`src/logic/sks_pkg.sv`:
```
// Purpose : shared types and constants for the skip / or execution unit
// Assumes : 16-bit instruction words, 8-bit data, 14-bit data addresses
// Notes   : every field position and count used by the unit lives here
`default_nettype none

package sks_pkg;

	// ****************************************************************
	// clock and phase timing
	// ****************************************************************
	localparam int          CLK_PERIOD_NS   = 50;         // mclk period
	localparam int          PHASES_PER_CYC  = 4;          // quarter phases per instruction cycle
	localparam int          CYCLE_NS        = CLK_PERIOD_NS * PHASES_PER_CYC;

	// ****************************************************************
	// widths
	// ****************************************************************
	localparam int          DATA_W          = 8;          // data path width
	localparam int          ADDR_W          = 14;         // data memory address width
	localparam int          BANK_W          = 6;          // bank select register width
	localparam int          WORD_W          = 16;         // instruction word width

	// ****************************************************************
	// opcode field positions and codes
	// ****************************************************************
	localparam int          OPC6_HI         = 15;         // byte-op opcode field top
	localparam int          OPC6_LO         = 10;         // byte-op opcode field bottom
	localparam int          OPC8_LO         = 8;          // literal-op opcode field bottom
	localparam int          DEST_BIT        = 9;          // d bit
	localparam int          ACC_BIT         = 8;          // a bit
	localparam int          FILE_LO         = 0;          // f / k field bottom
	localparam logic [5:0]  OPC_INC_SKIP    = 6'h12;      // 0100 10da
	localparam logic [5:0]  OPC_OR_FILE     = 6'h04;      // 0001 00da
	localparam logic [7:0]  OPC_OR_LIT      = 8'h09;      // 0000 1001

	// ****************************************************************
	// addressing constants
	// ****************************************************************
	localparam logic [7:0]  IDX_MAX_F       = 8'h5f;      // indexed mode when f <= this
	localparam logic [7:0]  ACC_SPLIT_F     = 8'h60;      // lower access bank below this
	localparam logic [5:0]  ACC_LO_BANK     = 6'h00;      // bank of lower access half
	localparam logic [5:0]  ACC_HI_BANK     = 6'h3f;      // bank of upper access half

	// ****************************************************************
	// reset values
	// ****************************************************************
	localparam logic [7:0]  W_RESET         = 8'h00;
	localparam logic [1:0]  NOP_RESET       = 2'h0;
	localparam logic [1:0]  WORDS_ONE       = 2'h1;       // one-word follower

	// ****************************************************************
	// types
	// ****************************************************************
	typedef enum logic [1:0] {
		SKS_Q1,
		SKS_Q2,
		SKS_Q3,
		SKS_Q4
	} sks_phase_t;

	typedef enum logic [1:0] {
		SKS_OP_NONE,
		SKS_OP_INC_SKIP,
		SKS_OP_OR_LIT,
		SKS_OP_OR_FILE
	} sks_op_t;

	// decoded instruction carrier
	typedef struct packed {
		sks_op_t             op;
		logic                dest_file;
		logic                acc_bank;
		logic [DATA_W-1:0]   fk;
	} sks_instr_t;

	// file register port request carrier
	typedef struct packed {
		logic                rd_en;
		logic                wr_en;
		logic [ADDR_W-1:0]   addr;
		logic [DATA_W-1:0]   wr_data;
	} sks_file_req_t;

	// architectural status carrier
	typedef struct packed {
		logic [DATA_W-1:0]   w;
		logic                n;
		logic                z;
	} sks_arch_t;

	// split an opcode word into its operation and fields
	function automatic sks_instr_t sks_decode(input logic [WORD_W-1:0] word);
		sks_instr_t d;
		d           = '0;
		d.dest_file = word[DEST_BIT];
		d.acc_bank  = word[ACC_BIT];
		d.fk        = word[FILE_LO +: DATA_W];
		if (word[OPC6_HI:OPC6_LO] == OPC_INC_SKIP) begin
			d.op = SKS_OP_INC_SKIP;
		end else if (word[OPC6_HI:OPC6_LO] == OPC_OR_FILE) begin
			d.op = SKS_OP_OR_FILE;
		end else if (word[OPC6_HI:OPC8_LO] == OPC_OR_LIT) begin
			d.op = SKS_OP_OR_LIT;
		end else begin
			d.op = SKS_OP_NONE;
		end
		return d;
	endfunction

	// true when the operation reads a file register
	function automatic logic sks_reads_file(input sks_op_t op);
		return (op == SKS_OP_INC_SKIP) || (op == SKS_OP_OR_FILE);
	endfunction

endpackage

`default_nettype wire

```
`src/logic/sks_alu.sv`:
```
// Purpose : data path of the unit: increment or inclusive or
// Assumes : operands are stable during the process phase
// Notes   : purely combinational
`default_nettype none
`timescale 1ns/1ps

module sks_alu (
	// operation and operands
	input  wire sks_pkg::sks_op_t             op_in,
	input  wire logic [sks_pkg::DATA_W-1:0]   operand_in,
	input  wire logic [sks_pkg::DATA_W-1:0]   w_in,
	// results
	output logic [sks_pkg::DATA_W-1:0]        result_out,
	output logic                              zero_out,
	output logic                              neg_out
);

	// ****************************************************************
	// arithmetic
	// ****************************************************************
	// increment wraps modulo 256; a wrap to zero is what blocks the skip
	always_comb begin
		unique case (op_in)
			sks_pkg::SKS_OP_INC_SKIP: result_out = operand_in + 8'h01;
			sks_pkg::SKS_OP_OR_LIT:   result_out = operand_in | w_in;
			sks_pkg::SKS_OP_OR_FILE:  result_out = operand_in | w_in;
			sks_pkg::SKS_OP_NONE:     result_out = w_in;
		endcase
	end

	assign zero_out = (result_out == 8'h00);
	assign neg_out  = result_out[sks_pkg::DATA_W-1];

endmodule

`default_nettype wire

```
`src/logic/sks_addr.sv`:
```
// Purpose : forms the data address of a byte operation
// Assumes : bank select and index base are stable while decoding
// Notes   : combinational; indexed mode only with access bit clear
`default_nettype none
`timescale 1ns/1ps

module sks_addr (
	// instruction fields
	input  wire logic [sks_pkg::DATA_W-1:0]   f_in,
	input  wire logic                         acc_bank_in,
	// core state
	input  wire logic                         ext_set_en_in,
	input  wire logic [sks_pkg::BANK_W-1:0]   bank_select_register_in,
	input  wire logic [sks_pkg::ADDR_W-1:0]   index_base_in,
	// result
	output logic [sks_pkg::ADDR_W-1:0]        addr_out,
	output logic                              indexed_out
);

	// ****************************************************************
	// address selection
	// ****************************************************************
	always_comb begin
		indexed_out = !acc_bank_in && ext_set_en_in && (f_in <= sks_pkg::IDX_MAX_F);
		if (indexed_out) begin
			// literal offset from the index base, wraps in the address space
			addr_out = index_base_in + {6'h00, f_in};
		end else if (acc_bank_in) begin
			addr_out = {bank_select_register_in, f_in};
		end else if (f_in < sks_pkg::ACC_SPLIT_F) begin
			addr_out = {sks_pkg::ACC_LO_BANK, f_in};
		end else begin
			addr_out = {sks_pkg::ACC_HI_BANK, f_in};
		end
	end

endmodule

`default_nettype wire

```
`src/logic/sks_exec.sv`:
```
// Purpose : executes increment-skip-if-nonzero, or-literal and or-file
// Assumes : file memory answers a read in the same mclk cycle
// Notes   : one instruction cycle is four mclk cycles (quarter phases)
`default_nettype none
`timescale 1ns/1ps

module sks_exec (
	// clock and reset
	input  wire logic                         mclk_in,
	input  wire logic                         rst_n_in,
	// instruction feed
	input  wire logic                         instr_valid_in,
	input  wire logic [sks_pkg::WORD_W-1:0]   instr_word_in,
	input  wire logic [1:0]                   next_words_in,
	output logic                              instr_ready_out,
	// addressing context
	input  wire logic                         ext_set_en_in,
	input  wire logic [sks_pkg::BANK_W-1:0]   bank_select_register_in,
	input  wire logic [sks_pkg::ADDR_W-1:0]   index_base_in,
	// file register port
	output sks_pkg::sks_file_req_t            file_req_out,
	input  wire logic [sks_pkg::DATA_W-1:0]   file_rd_data_in,
	// architectural state and status
	output sks_pkg::sks_arch_t                arch_out,
	output sks_pkg::sks_phase_t               phase_out,
	output logic                              nop_cycle_out,
	output logic                              skip_taken_out,
	output logic                              indexed_out
);

	// ****************************************************************
	// state
	// ****************************************************************
	typedef struct packed {
		sks_pkg::sks_phase_t               phase;      // current quarter phase
		logic                              active;     // a real instruction is running
		sks_pkg::sks_instr_t               instr;      // decoded instruction
		logic [1:0]                        follow;     // words of the next instruction
		logic [sks_pkg::DATA_W-1:0]        operand;    // operand latched in q2
		logic [sks_pkg::DATA_W-1:0]        result;     // result latched in q3
		logic                              res_z;      // zero of result
		logic                              res_n;      // sign of result
		logic [1:0]                        nop_left;   // no-operation cycles pending
		logic                              in_nop;     // current cycle is a no-op cycle
		logic                              skip;       // one-cycle skip strobe
		logic                              indexed;    // last address was indexed
		sks_pkg::sks_file_req_t            req;        // file port request
		sks_pkg::sks_arch_t                arch;       // working register and flags
	} sks_state_t;

	sks_state_t                  st_r;        // registered state
	sks_state_t                  st_nxt;      // next state
	sks_pkg::sks_instr_t         dec;         // decode of the incoming word
	logic [sks_pkg::ADDR_W-1:0]  addr_calc;   // address for the incoming word
	logic                        idx_calc;    // incoming word uses indexed mode
	logic [sks_pkg::DATA_W-1:0]  alu_res;     // data path result
	logic                        alu_z;       // data path zero
	logic                        alu_n;       // data path sign
	logic                        accept;      // instruction taken this cycle

	// ****************************************************************
	// decode and helpers
	// ****************************************************************
	// decoding is done on the raw word so the address is ready by q2
	assign dec = sks_pkg::sks_decode(instr_word_in);

	sks_addr i_sks_addr (
		.f_in                    (dec.fk),
		.acc_bank_in             (dec.acc_bank),
		.ext_set_en_in           (ext_set_en_in),
		.bank_select_register_in (bank_select_register_in),
		.index_base_in (index_base_in),
		.addr_out      (addr_calc),
		.indexed_out   (idx_calc)
	);

	sks_alu i_sks_alu (
		.op_in      (st_r.instr.op),
		.operand_in (st_r.operand),
		.w_in       (st_r.arch.w),
		.result_out (alu_res),
		.zero_out   (alu_z),
		.neg_out    (alu_n)
	);

	// ready only at the start of a cycle that is not owed to a skip
	assign instr_ready_out = (st_r.phase == sks_pkg::SKS_Q1) && (st_r.nop_left == 2'h0);
	assign accept          = instr_ready_out && instr_valid_in;

	// ****************************************************************
	// next state
	// ****************************************************************
	always_comb begin
		st_nxt             = st_r;
		st_nxt.skip        = 1'b0;
		st_nxt.req.rd_en   = 1'b0;
		st_nxt.req.wr_en   = 1'b0;
		unique case (st_r.phase)
			sks_pkg::SKS_Q1: begin
				// decode quarter; the phase ring never stops
				st_nxt.phase  = sks_pkg::SKS_Q2;
				if (st_r.nop_left != 2'h0) begin
					// burn a whole cycle, no port activity at all
					st_nxt.active   = 1'b0;
					st_nxt.nop_left = st_r.nop_left - 2'h1;
				end else if (accept) begin
					st_nxt.active = (dec.op != sks_pkg::SKS_OP_NONE);
					st_nxt.instr  = dec;
					st_nxt.follow = next_words_in;
					if (sks_pkg::sks_reads_file(dec.op)) begin
						// read request stands through q2
						st_nxt.req.rd_en = 1'b1;
						st_nxt.req.addr  = addr_calc;
						st_nxt.indexed   = idx_calc;
					end
				end else begin
					st_nxt.active = 1'b0;
				end
			end
			sks_pkg::SKS_Q2: begin
				// operand quarter: file data or the literal
				st_nxt.phase = sks_pkg::SKS_Q3;
				if (st_r.active) begin
					if (st_r.instr.op == sks_pkg::SKS_OP_OR_LIT) begin
						st_nxt.operand = st_r.instr.fk;
					end else begin
						st_nxt.operand = file_rd_data_in;
					end
				end
			end
			sks_pkg::SKS_Q3: begin
				// process quarter: latch result, arm the write
				st_nxt.phase = sks_pkg::SKS_Q4;
				if (st_r.active) begin
					st_nxt.result = alu_res;
					st_nxt.res_z  = alu_z;
					st_nxt.res_n  = alu_n;
					// or-literal always lands in w; others follow the d bit
					if ((st_r.instr.op != sks_pkg::SKS_OP_OR_LIT) && st_r.instr.dest_file) begin
						st_nxt.req.wr_en   = 1'b1;
						st_nxt.req.wr_data = alu_res;
					end
				end
			end
			sks_pkg::SKS_Q4: begin
				// write quarter: commit w, flags and the skip decision
				st_nxt.phase = sks_pkg::SKS_Q1;
				if (st_r.active) begin
					if ((st_r.instr.op == sks_pkg::SKS_OP_OR_LIT) || !st_r.instr.dest_file) begin
						st_nxt.arch.w = st_r.result;
					end
					if (st_r.instr.op != sks_pkg::SKS_OP_INC_SKIP) begin
						// increment-skip leaves the status flags alone
						st_nxt.arch.n = st_r.res_n;
						st_nxt.arch.z = st_r.res_z;
					end else if (!st_r.res_z) begin
						// follower is already fetched; its words become no-op cycles
						st_nxt.skip = 1'b1;
						if (st_r.follow == 2'h0) begin
							// an unstated length is taken as one word
							st_nxt.nop_left = sks_pkg::WORDS_ONE;
						end else begin
							st_nxt.nop_left = st_r.follow;
						end
					end
				end
				// flag set as the dead cycle begins, so it never spills into the next q1
				st_nxt.in_nop = (st_nxt.nop_left != 2'h0);
			end
		endcase
	end

	// ****************************************************************
	// state register
	// ****************************************************************
	always_ff @(posedge mclk_in or negedge rst_n_in) begin
		if (!rst_n_in) begin
			st_r          <= '0;
			st_r.phase    <= sks_pkg::SKS_Q1;
			st_r.nop_left <= sks_pkg::NOP_RESET;
			st_r.arch.w   <= sks_pkg::W_RESET;
		end else begin
			st_r <= st_nxt;
		end
	end

	// ****************************************************************
	// outputs
	// ****************************************************************
	assign file_req_out   = st_r.req;
	assign arch_out       = st_r.arch;
	assign phase_out      = st_r.phase;
	assign nop_cycle_out  = st_r.in_nop;
	assign skip_taken_out = st_r.skip;
	assign indexed_out    = st_r.indexed;

endmodule

`default_nettype wire

```
`config.mk`:
```
export PLATFORM = sky130hd
export DESIGN_NAME = sks_exec
export DESIGN_NICKNAME = d
export VERILOG_FILES = /design/src/logic/sks_pkg.sv /design/src/logic/sks_alu.sv /design/src/logic/sks_addr.sv /design/src/logic/sks_exec.sv
export SDC_FILE = /design/constraint.sdc
export NUM_CORES = 1
export LEC_CHECK = 0
export ABC_CLOCK_PERIOD_IN_PS = 2950
export BUFFER_PORTS_ARGS = -buffer_cell sky130_fd_sc_hd__buf_2
export CAP_MARGIN = 10
export CORE_UTILIZATION = 45
export DETAILED_ROUTE_END_ITERATION = 8
export HOLD_SLACK_MARGIN = 0.12
export PLACE_DENSITY = 0.66
export SLEW_MARGIN = 40
export SYNTH_ARGS = -nofsm -noshare
export SYNTH_HDL_FRONTEND = slang
export SYNTH_HIERARCHICAL = 1
export SYNTH_SLANG_ARGS = --single-unit
```
`constraint.sdc`:
```
create_clock -name mclk_in -period 2.95 [get_ports mclk_in]
set_clock_uncertainty 0.1 [all_clocks]
set_input_delay 0.295 -clock mclk_in [delete_from_list [all_inputs] [get_ports mclk_in]]
set_output_delay 0.295 -clock mclk_in [all_outputs]
set_load 0.02 [all_outputs]
```
# ---- Word-level counts from Yosys, hierarchy flattened
# Cells that the tools add are included.
dict set report totals {
  input_bits 50
  mem_count 0
  out_inout_bits 40
  mem_bits_rw 0
  regBits 73
  mem_bits_ro 0
  elab_cells 98
  latchBits 0
}
dict set report op_classes {
  eq_ne 14
  n_lt_le_gt_ge 2
  n_bitwise 2
  shifts 0
  n_mul 0
  addsub 3
  n_reduce_logical 27
  div_mod_pow 0
  mux 29
}
# cell n
set op_table {}
lappend op_table {{14-bit 2-to-1 mux} 3}
lappend op_table {{8-bit one-hot mux with 3 select lines} 1}
lappend op_table {{2-bit 2-to-1 mux} 9}
lappend op_table {{14-bit by 8-bit adder with 14-bit output} 1}
lappend op_table {{1-bit 2-to-1 mux} 13}
lappend op_table {{3-bit AND reduction} 4}
lappend op_table {{2-bit equality test, second input constant} 5}
lappend op_table {{8-bit by 1-bit adder with 8-bit output, second input constant} 1}
lappend op_table {{8-bit by 4-bit equality test with 1-bit output, second input constant} 1}
lappend op_table {{8-bit by 7-bit <= comparator with 1-bit output, second input constant} 1}
lappend op_table {{2-bit logical NOT} 4}
lappend op_table {{8-bit logical NOT} 1}
lappend op_table {{8-bit by 7-bit < comparator with 1-bit output, second input constant} 1}
lappend op_table {{8-bit 2-to-1 mux} 1}
lappend op_table {{8-bit bitwise OR} 1}
lappend op_table {{2-bit one-hot mux with 4 select lines} 1}
lappend op_table {{2-bit nonzero test} 4}
lappend op_table {{2-bit by 1-bit equality test with 1-bit output, second input constant} 3}
lappend op_table {{6-bit by 3-bit equality test with 1-bit output, second input constant} 1}
lappend op_table {{6-bit by 5-bit equality test with 1-bit output, second input constant} 1}
lappend op_table {{2-bit AND reduction} 3}
lappend op_table {{1-bit logical AND} 5}
lappend op_table {{2-bit by 1-bit inequality test with 1-bit output, second input constant} 2}
lappend op_table {{2-bit one-hot mux with 2 select lines} 1}
lappend op_table {{7 further kinds} 9}

# ---- Logic depth before layout (Yosys ltp)
# Gate-level depths: netlist (run 1).
dict set report depth {
  ltp_word 10
  depth_mapped 8
}

# ---- By module
# Netlist (run 1), hierarchy kept.
# module area_each_um2 instances cells_each
set modules_own_cells {}
lappend modules_own_cells {sks_exec 3286.9 1 263}
lappend modules_own_cells {sks_addr 671.9 1 93}
lappend modules_own_cells {sks_alu 336.6 1 50}

# ---- Worst setup path after synthesis (run 1)
# OpenSTA, ideal clock, no wires.
dict set report synth_timing {
  path_type {input-to-reg}
  from {input port index_base_in[0] in the netlist's numbering}
  to {register st_r (netlist bit file_req_out[20])}
  setup_time_ns 0.125
  t_arrival_ns 1.999
  stages 8
  slack_ns 0.726
  required_ns 2.725
  path_cell_list {ha_1 fa_1 a211oi_1 o211ai_2 nand4_1 xor2_1 o22ai_1 mux2_4}
}
dict set report synth_between {
  elab_chain_cells 2
}
# element line_no
set synth_lines {}
lappend synth_lines {{start: declaration} sks_exec.sv:19} ;# input wire logic [sks_pkg::ADDR_W-1:0] index_base_in,
lappend synth_lines {{14-bit by 8-bit adder with 14-bit output} sks_addr.sv:27} ;# addr_out = index_base_in + {6'h00, f_in};
lappend synth_lines {{14-bit 2-to-1 mux} sks_addr.sv:25} ;# if (indexed_out) begin
lappend synth_lines {{named net addr_calc (one bit)} sks_exec.sv:54} ;# logic [sks_pkg::ADDR_W-1:0] addr_calc;
lappend synth_lines {{end signal: assignment} sks_exec.sv:183} ;# st_r <= st_nxt;
lappend synth_lines {{end: declaration} sks_exec.sv:51} ;# sks_state_t st_r;
# The timed path passes the listed nets, and every way through them passes these cells.
# A chain may end at the register's enable or synchronous reset.

# ---- Worst setup path in the final report (run 1)
dict set report layout_timing {
  from {input port instr_word_in[0] in the netlist's numbering}
  to {register st_r (netlist bit file_req_out[18])}
}
dict set report layout_between {
  elab_chain_cells 4
  elab_cells_between_ends 7
  classes_between {add/sub: 1; order compare: 2; mux: 3; reduce/logical: 1}
}
# element line_no
set layout_lines {}
lappend layout_lines {{start: declaration} sks_exec.sv:13} ;# input wire logic [sks_pkg::WORD_W-1:0] instr_word_in,
lappend layout_lines {{8-bit by 7-bit < comparator with 1-bit output} sks_addr.sv:30} ;# end else if (f_in < sks_pkg::ACC_SPLIT_F) begin
lappend layout_lines {{14-bit 2-to-1 mux} sks_addr.sv:30}
lappend layout_lines {{14-bit 2-to-1 mux} sks_addr.sv:28} ;# end else if (acc_bank_in) begin
lappend layout_lines {{14-bit 2-to-1 mux *} sks_addr.sv:25}
lappend layout_lines {{named net addr_calc (one bit)} sks_exec.sv:54}
# Mark *: on every way through the listed nets, which the timed path passes. The rest lies on a longest branch.

==> results.ini, run 1 <==
[route]
wl_per_cell_um = 14.6
wl_um = 8860
postRouteAntennaNets = 0
post-route-drc-count = 0
viasPerCell = 5.19
drt-initial-drc-count = 91
firstDrtPassIters = 4
vias = 3155

[setup_path]
crit_slowest_cell = dlygate4sd3_1
timing.rr.end = st_r[40]
path_cells = dlygate4sd3_1 > buf_2 > ha_1 > fa_1 > a211oi_1 > o211ai_2 > nand4_1 > and3b_1 > a2111oi_2 > mux2_4
worstRegToRegCells = 6
r2r_slack_ns = 0.61
start_kind = input port
cp_slowest_stage_delay_ns = 0.53
cp.required_ns = 3.09
crit_type = input port to flop
worst_ep_arrival_time_ns = 2.81
cp-end-kind = flop
timing.rr.start = st_r[69]
worst-path-max-fanout = 4

[synthesis]
synth-seq-cells = 73
async_flop_share_pct = 100
syn_nets = 472
synth.distinct_cells = 57
synth_enable_flop_cells = 0
synth_area_leaders = dfrtp_1 (43%), mux2_2 (13%), buf_4 (6.6%)
yosys_warnings = 6
yosys.area.top_type = dfrtp_1
netlist_instances = 406
ys.flop_type = dfrtp_1
synth_area_sq_um = 4300
avgSynthCellArea_sq_um = 10.6
synth_seq_area_share_pct = 42.5
synth_top_area_share_pct = 42.5

[grt]
grt_usage_pct = 19.3
grt_pass1_wl_um = 15000
overflow = 0
grt_pass1_vias = 3068
grt_max_degree = 28
antenna_found_initial = 0

[sta]
timing.hold.ws_ns = 0.133
max_freq_mhz = 374
min_period_ns = 2.67
rsz0062_at_grt = false
fin_crit_sh_pct = 90.6
hold_violations = 0
setup-tns-final_ns = 0
slew_violations = 0
tightestPinTransition_ns = 0.606
setup_viol = 0
slew_headroom_pct = 59.6

[final_layout]
finalNonFillerCells = 608
mostFrequentLayoutCells = buf_2 (89), dfrtp_1 (73), mux2_2 (48), nand2_1 (43)
n_antenna_cell = 0
postLayoutCellArea_sq_um = 4960
area_growth_pct = 15.4
final_common_cell = buf_2
nNetsFinal = 540
drive_above_1_share_pct = 37.4

[die]
die_x_um = 99.7
fp.dieH_um = 99.7
start_util_pct = 46.5
ios = 90
die_area_sq_um = 9940
rows = 35
core_sq_um = 9240

[place]
dp_cells = 580
io_buffers = 89
placed_cell_area_sq_um = 4590
gp_congestion = 0.885
dp_hpwl_um = 6680

[outcome]
status = completed

[min_path]
hp-start = file_rd_data_in[4]
holdPathStages = 3
min_to = st_r[53]
worst_hold_path_type = input port to flop

[clock_network]
htree_levels = 3
cts_max_path_buffers = 2
path_clk_slew_ns = 0.08
clock_sinks = 73
root_buffer = clkbuf_8
insertion_delay_ns = 0.35
post_cts_resized = 0
cts_buffers = 9
cts_tree = built

[power_and_ir_drop]
p_leak_nw = 2.53
vdd_ir_drop_max_mv = 0.220
power_density_nw_per_um2 = 549

[flow_run]
max_cap_viol_count = 0

registers in the layout, indices dropped and copies added (netlist names):
name	cells
phase_out	2
skip_taken_out	1
file_req_out	24
indexed_out	1
st_r	34
arch_out	10
nop_cycle_out	1
where the power goes:
part           switching, mW  internal [mW]  total (mW)
combinational          0.274          0.269       0.544
sequential            0.0919           1.13        1.22
clock                  0.376          0.584       0.960
total                  0.742           1.98        2.72
cell usage after synthesis, types with 5 or more instances:
library cell,number
a21o_1,6
a21oi_1,18
a31oi_1,11
buf_4,38
clkbuf_1,5
dfrtp_1,73
ha_1,15
inv_1,14
mux2_2,48
mux2_4,8
nand2_1,43
nor2_1,18
nor2b_1,11
o21ai_0,12
o22ai_1,5
xnor2_1,7
xor2_1,7
critical path: cells and delay by family:
kind                     cells  cell delay, ns
multiplexers                 1            0.27
AO/OA/AOI/OAI                3            0.60
adder cells (fa/ha/maj)      2            0.65
AND/OR/NAND/NOR              2            0.34
buffers and inverters        2            0.66
through the flow:
stage	power (mW)	worst slack (ns)	util, %
CTS	2.74	0.295	53.6
detailed placement	1.77	0.453	49.7
global placement	1.74	0.495	49.7
floorplan	1.61	0.726	-
global route	2.88	0.183	53.7
finish	2.72	0.276	53.7
metal layers:
metal / GRT usage, % / up-vias / share of wire [%]
met5: 0 / - / 0
met4: 8.71 / 0 / 2.2
met3: 3.30 / 18 / 3.8
met2: 31.2 / 79 / 47
met1: 25.2 / 1520 / 47
li1: - / 1538 / -
how the worst max path moves through the flow:
stage / from / endpoint / depth (start not counted)
after floorplan: index_base_in[0] / file_req_out[20] / 8
after global placement: index_base_in[0] / file_req_out[20] / 9
after detailed placement: instr_word_in[0] / file_req_out[18] / 9
after CTS: instr_word_in[0] / file_req_out[18] / 10
after global routing: instr_word_in[0] / file_req_out[20] / 10
final: instr_word_in[0] / file_req_out[18] / 10
logic make-up (layout without fill, tap and decap cells):
| kind of cell | count (synthesis) | in the layout | share of synthesized area [%] |
|---|---|---|---|
| AND/OR/NAND/NOR | 109 | 109 | 13.2 |
| AO/OA/AOI/OAI | 73 | 73 | 11.5 |
| flip-flops | 73 | 73 | 42.5 |
| buffers and inverters | 63 | 136 | 9.29 |
| multiplexers | 58 | 58 | 15.8 |
| adder cells (fa/ha/maj) | 16 | 16 | 4.84 |
| XOR/XNOR | 14 | 14 | 2.85 |
cell type report:
cell class              instances  area, sq um
repair buffers                106          603
well taps                     129          161
fillers                       853         4280
inverters                      14         52.6
flip-flops and latches         73         1830
clock inverters                 5          103
clock buffers                  11          141
multi-input cells             270         2070
timing repair:
action / 4_1_cts / 5_1_grt
hold endpoints to repair: 36 / 0
buffers inserted: 0 / 0
hold buffers: 12 / 0
Note: power is estimated with default switching activity, not from simulation.
==> run 2, diff against run 1 <==
- ABC_AREA: unset -> 1
- GPL_TIMING_DRIVEN: unset -> 0
- PLACE_DENSITY: 0.66 -> 0.65
==> run 2 against run 1 <==
  * First-iteration DRC count rose by 46%
  * Die area rose by 6.9%
  * Combinational power rose by 34%
  * Synthesized cell count rose by 51%
  * Total power rose by 4.6%
  * Core utilization rose by 3.1 points
  * Sequential share of layout area fell by 4.1 points
  * Wire length rose by 20%
  * Final cell count rose by 42%
  * Cell area rose by 12%
  * Largest power group unchanged
==> results.ini, run 2 <==
[final_layout]
final_common_cell = nand2_1
nNetsFinal = 791  ; +46%
finalNonFillerCells = 863  ; +42%
drive_above_1_share_pct = 27.1  ; -10 points
fillCellCount = 994  ; +17%
mostFrequentLayoutCells = nand2_1 (201), buf_2 (89), dfrtp_1 (73), inv_1 (61), nand3_1 (48)
regArea_sq_um = 1830  ; unchanged
area_growth_pct = 21.2
n_antenna_cell = 0  ; unchanged
top_register = st_r
postLayoutCellArea_sq_um = 5570  ; +12%
multi_input_area_sq_um = 2130  ; +2.8%
largest_reg_flops = 34  ; unchanged
fin_util_pct = 56.8  ; +3.1 points

[power_and_ir_drop]
total_power_mw = 2.85  ; +4.6%
p_leak_nw = 3.22  ; +27%
power_density_nw_per_um2 = 511  ; -7.0%
vdd_ir_drop_max_mv = 0.418  ; +90%

[synthesis]
synth_top_area_share_pct = 39.7  ; -2.8 points
synth-seq-cells = 73  ; unchanged
async_flop_share_pct = 100  ; unchanged
avgSynthCellArea_sq_um = 7.50  ; -29%
yosys.area.top_type = dfrtp_1
yosys-top-cells-count = nand2_1 (201), dfrtp_1 (73), inv_1 (61)
ys.flop_type = dfrtp_1
synth_area_leaders = dfrtp_1 (40%), nand2_1 (16%), buf_4 (6.5%)
synth_seq_area_share_pct = 39.7  ; -2.8 points
synth_enable_flop_cells = 0  ; unchanged
netlist_instances = 613  ; +51%
synth.distinct_cells = 37  ; -35%
syn_nets = 679  ; +44%
synth.most_common_cell = nand2_1
synth_area_sq_um = 4600  ; +7.0%
yosys_warnings = 6  ; unchanged

[setup_path]
timing.rr.start = st_r[49]
cp.required_ns = 3.09  ; about the same
timing.rr.end = st_r[40]
r2r_slack_ns = 1.22  ; +0.61 ns
start_kind = input port
worst_ep_arrival_time_ns = 2.46  ; -0.35 ns
worstRegToRegCells = 11  ; +5
path_delay_family = simple AND/OR/NAND/NOR gates
crit_cells = 14  ; +4
cp-end-kind = flop
worstPathBufferInverterCount = 2  ; unchanged
crit_slowest_cell = dlygate4sd3_1
crit_type = input port to flop
path_cells = dlygate4sd3_1 > buf_2 > ha_1 > fa_1 > nand3_2 > nand3_2 > nand2_1 > nand2_2 > nand3b_1 > nand2_1 > nand2_1 > nand2_1 > nand3_1 > nand2_1
worst-path-max-fanout = 5  ; +1
critPathCapture = file_req_out[20]
cp_slowest_stage_delay_ns = 0.53  ; about the same
crit_start = instr_word_in[0]
cpMostUsedCell = nand2_1

[sta]
fin_crit_sh_pct = 78.5  ; -12 points
slew_violations = 0  ; unchanged
setup-tns-final_ns = 0  ; unchanged
tightestPinTransition_ns = 0.419  ; -0.187 ns
slew_headroom_pct = 72.1  ; +12 points
setup_viol = 0  ; unchanged
timing.final.ws_setup_ns = 0.634  ; +0.359 ns
min_period_ns = 2.32  ; -0.359 ns
rsz0062_at_grt = false
timing.hold.ws_ns = 0.140  ; +0.00648 ns
max_freq_mhz = 432  ; +15%
hold_violations = 0  ; unchanged

[place]
dpl_worst_slack_ns = 0.805  ; +0.353 ns
gp_congestion = 0.920  ; +3.9%
dp_hpwl_um = 8440  ; +26%
placed_cell_area_sq_um = 5240  ; +14%
dp_cells = 836  ; +44%
io_buffers = 89  ; unchanged

[grt]
use_met2_pct = 35.6  ; +4.4 points
antenna_found_initial = 0  ; unchanged
top_usage_layer = met2
grt_max_degree = 45  ; +61%
grt_pass1_wl_um = 18100  ; +21%
overflow = 0  ; unchanged
grt_pass1_vias = 3922  ; +28%
met3_usage_pct = 5.15  ; +1.8 points
grt_usage_pct = 22.1  ; +2.8 points
grt_util_met1_pct = 30.3  ; +5.0 points

[clock_network]
clock_sinks = 73  ; unchanged
path_clk_slew_ns = 0.08  ; about the same
cts_tree = built
post_cts_resized = 0  ; unchanged
insertion_delay_ns = 0.35  ; about the same
htree_levels = 3  ; unchanged
cts_max_path_buffers = 2  ; unchanged
cts_buffers = 9  ; unchanged
root_buffer = clkbuf_8

[route]
wl_um = 10600  ; +20%
wl_per_cell_um = 12.3  ; -16%
viasPerCell = 4.72  ; -9.0%
firstDrtPassIters = 4  ; unchanged
post-route-drc-count = 0  ; unchanged
drt-initial-drc-count = 133  ; +46%
vias = 4076  ; +29%
postRouteAntennaNets = 0  ; unchanged

[min_path]
hp-start = file_rd_data_in[0]
worst_hold_path_type = input port to flop

[die]
core_sq_um = 9820  ; +6.3%
die_area_sq_um = 10600  ; +6.9%
start_util_pct = 46.8  ; +0.34 points
die_x_um = 103  ; +3.4%
ios = 90  ; unchanged
fp.dieH_um = 103  ; +3.4%
rows = 36  ; +2.9%

[flow_run]
max_cap_viol_count = 0  ; unchanged

[outcome]
status = completed

-- run 2: cell types whose count changed after synthesis, moves of 8 or more --
cell,previous run,this run
a31oi_1,11,1
inv_1,14,61
mux2_2,48,2
mux2_4,8,0
nand2_1,43,201
nand2_2,0,8
nand3_1,3,48
nor2_1,18,39
nor2_2,0,8
nor2b_1,11,0
o21ai_0,12,26
o21ai_1,1,18
-- run 2: kinds of logic (layout without fill, tap and decap cells) --
logic type,count (synthesis),after routing,share of synthesized area (%)
adders and majority gates,16,16,4.52
DFF,73,73,39.7
xor gates and xnor gates,3,3,0.572
buffers and inverters,118,235,14.0
AOI/OAI and AO/OA,71,71,8.33
muxes,2,2,0.490
and+or+nand+nor,330,330,32.4
-- run 2: layer usage --
metal,routed length [um],share of wire (%)
met3,434,4.1
met2,4930,46
met1,5160,49
met4,92,0.87
met5,0,0
-- run 2: tightest hold or removal path, cell delays in order --
cell and delay, ns:
buf_2 0.07, o21ai_0 0.08, o21ai_1 0.11
-- run 2: what timing repair did --
action | CTS | global route
hold buffers | 11 | 0
endpoints found under the hold margin | 83 | 0
setup buffers | 0 | 0
-- run 2: area by class of cell --
type                            instances  share of cell area, %
Multi-Input combinational cell        422                   38.2
Sequential cell                        73                   32.8
Timing Repair Buffer                  101                   10.6
Buffer                                 49                   6.69
Inverter                               69                   4.83
Tap cell                              133                   2.99
Clock buffer                           11                   2.54
Clock inverter                          5                   1.41
-- run 2: how the worst min path moves through the flow --
| stage | to | slack [ns] | cells after the start |
|---|---|---|---|
| after floorplan | arch_out[0] | -0.10 | 0 |
| after global placement | indexed_out | 0.36 | 2 |
| after detailed placement | file_req_out[11] | 0.09 | 1 |
| after CTS | st_r[49] | 0.13 | 3 |
| after global routing | st_r[50] | 0.14 | 3 |
| final | st_r[49] | 0.14 | 3 |
-- run 2: power breakdown --
part / internal [mW] / leakage, nW / switching, mW
sequential: 1.14 / 0.949 / 0.103
clock: 0.498 / 0.113 / 0.375
combinational: 0.292 / 2.16 / 0.437
total: 1.93 / 3.22 / 0.915
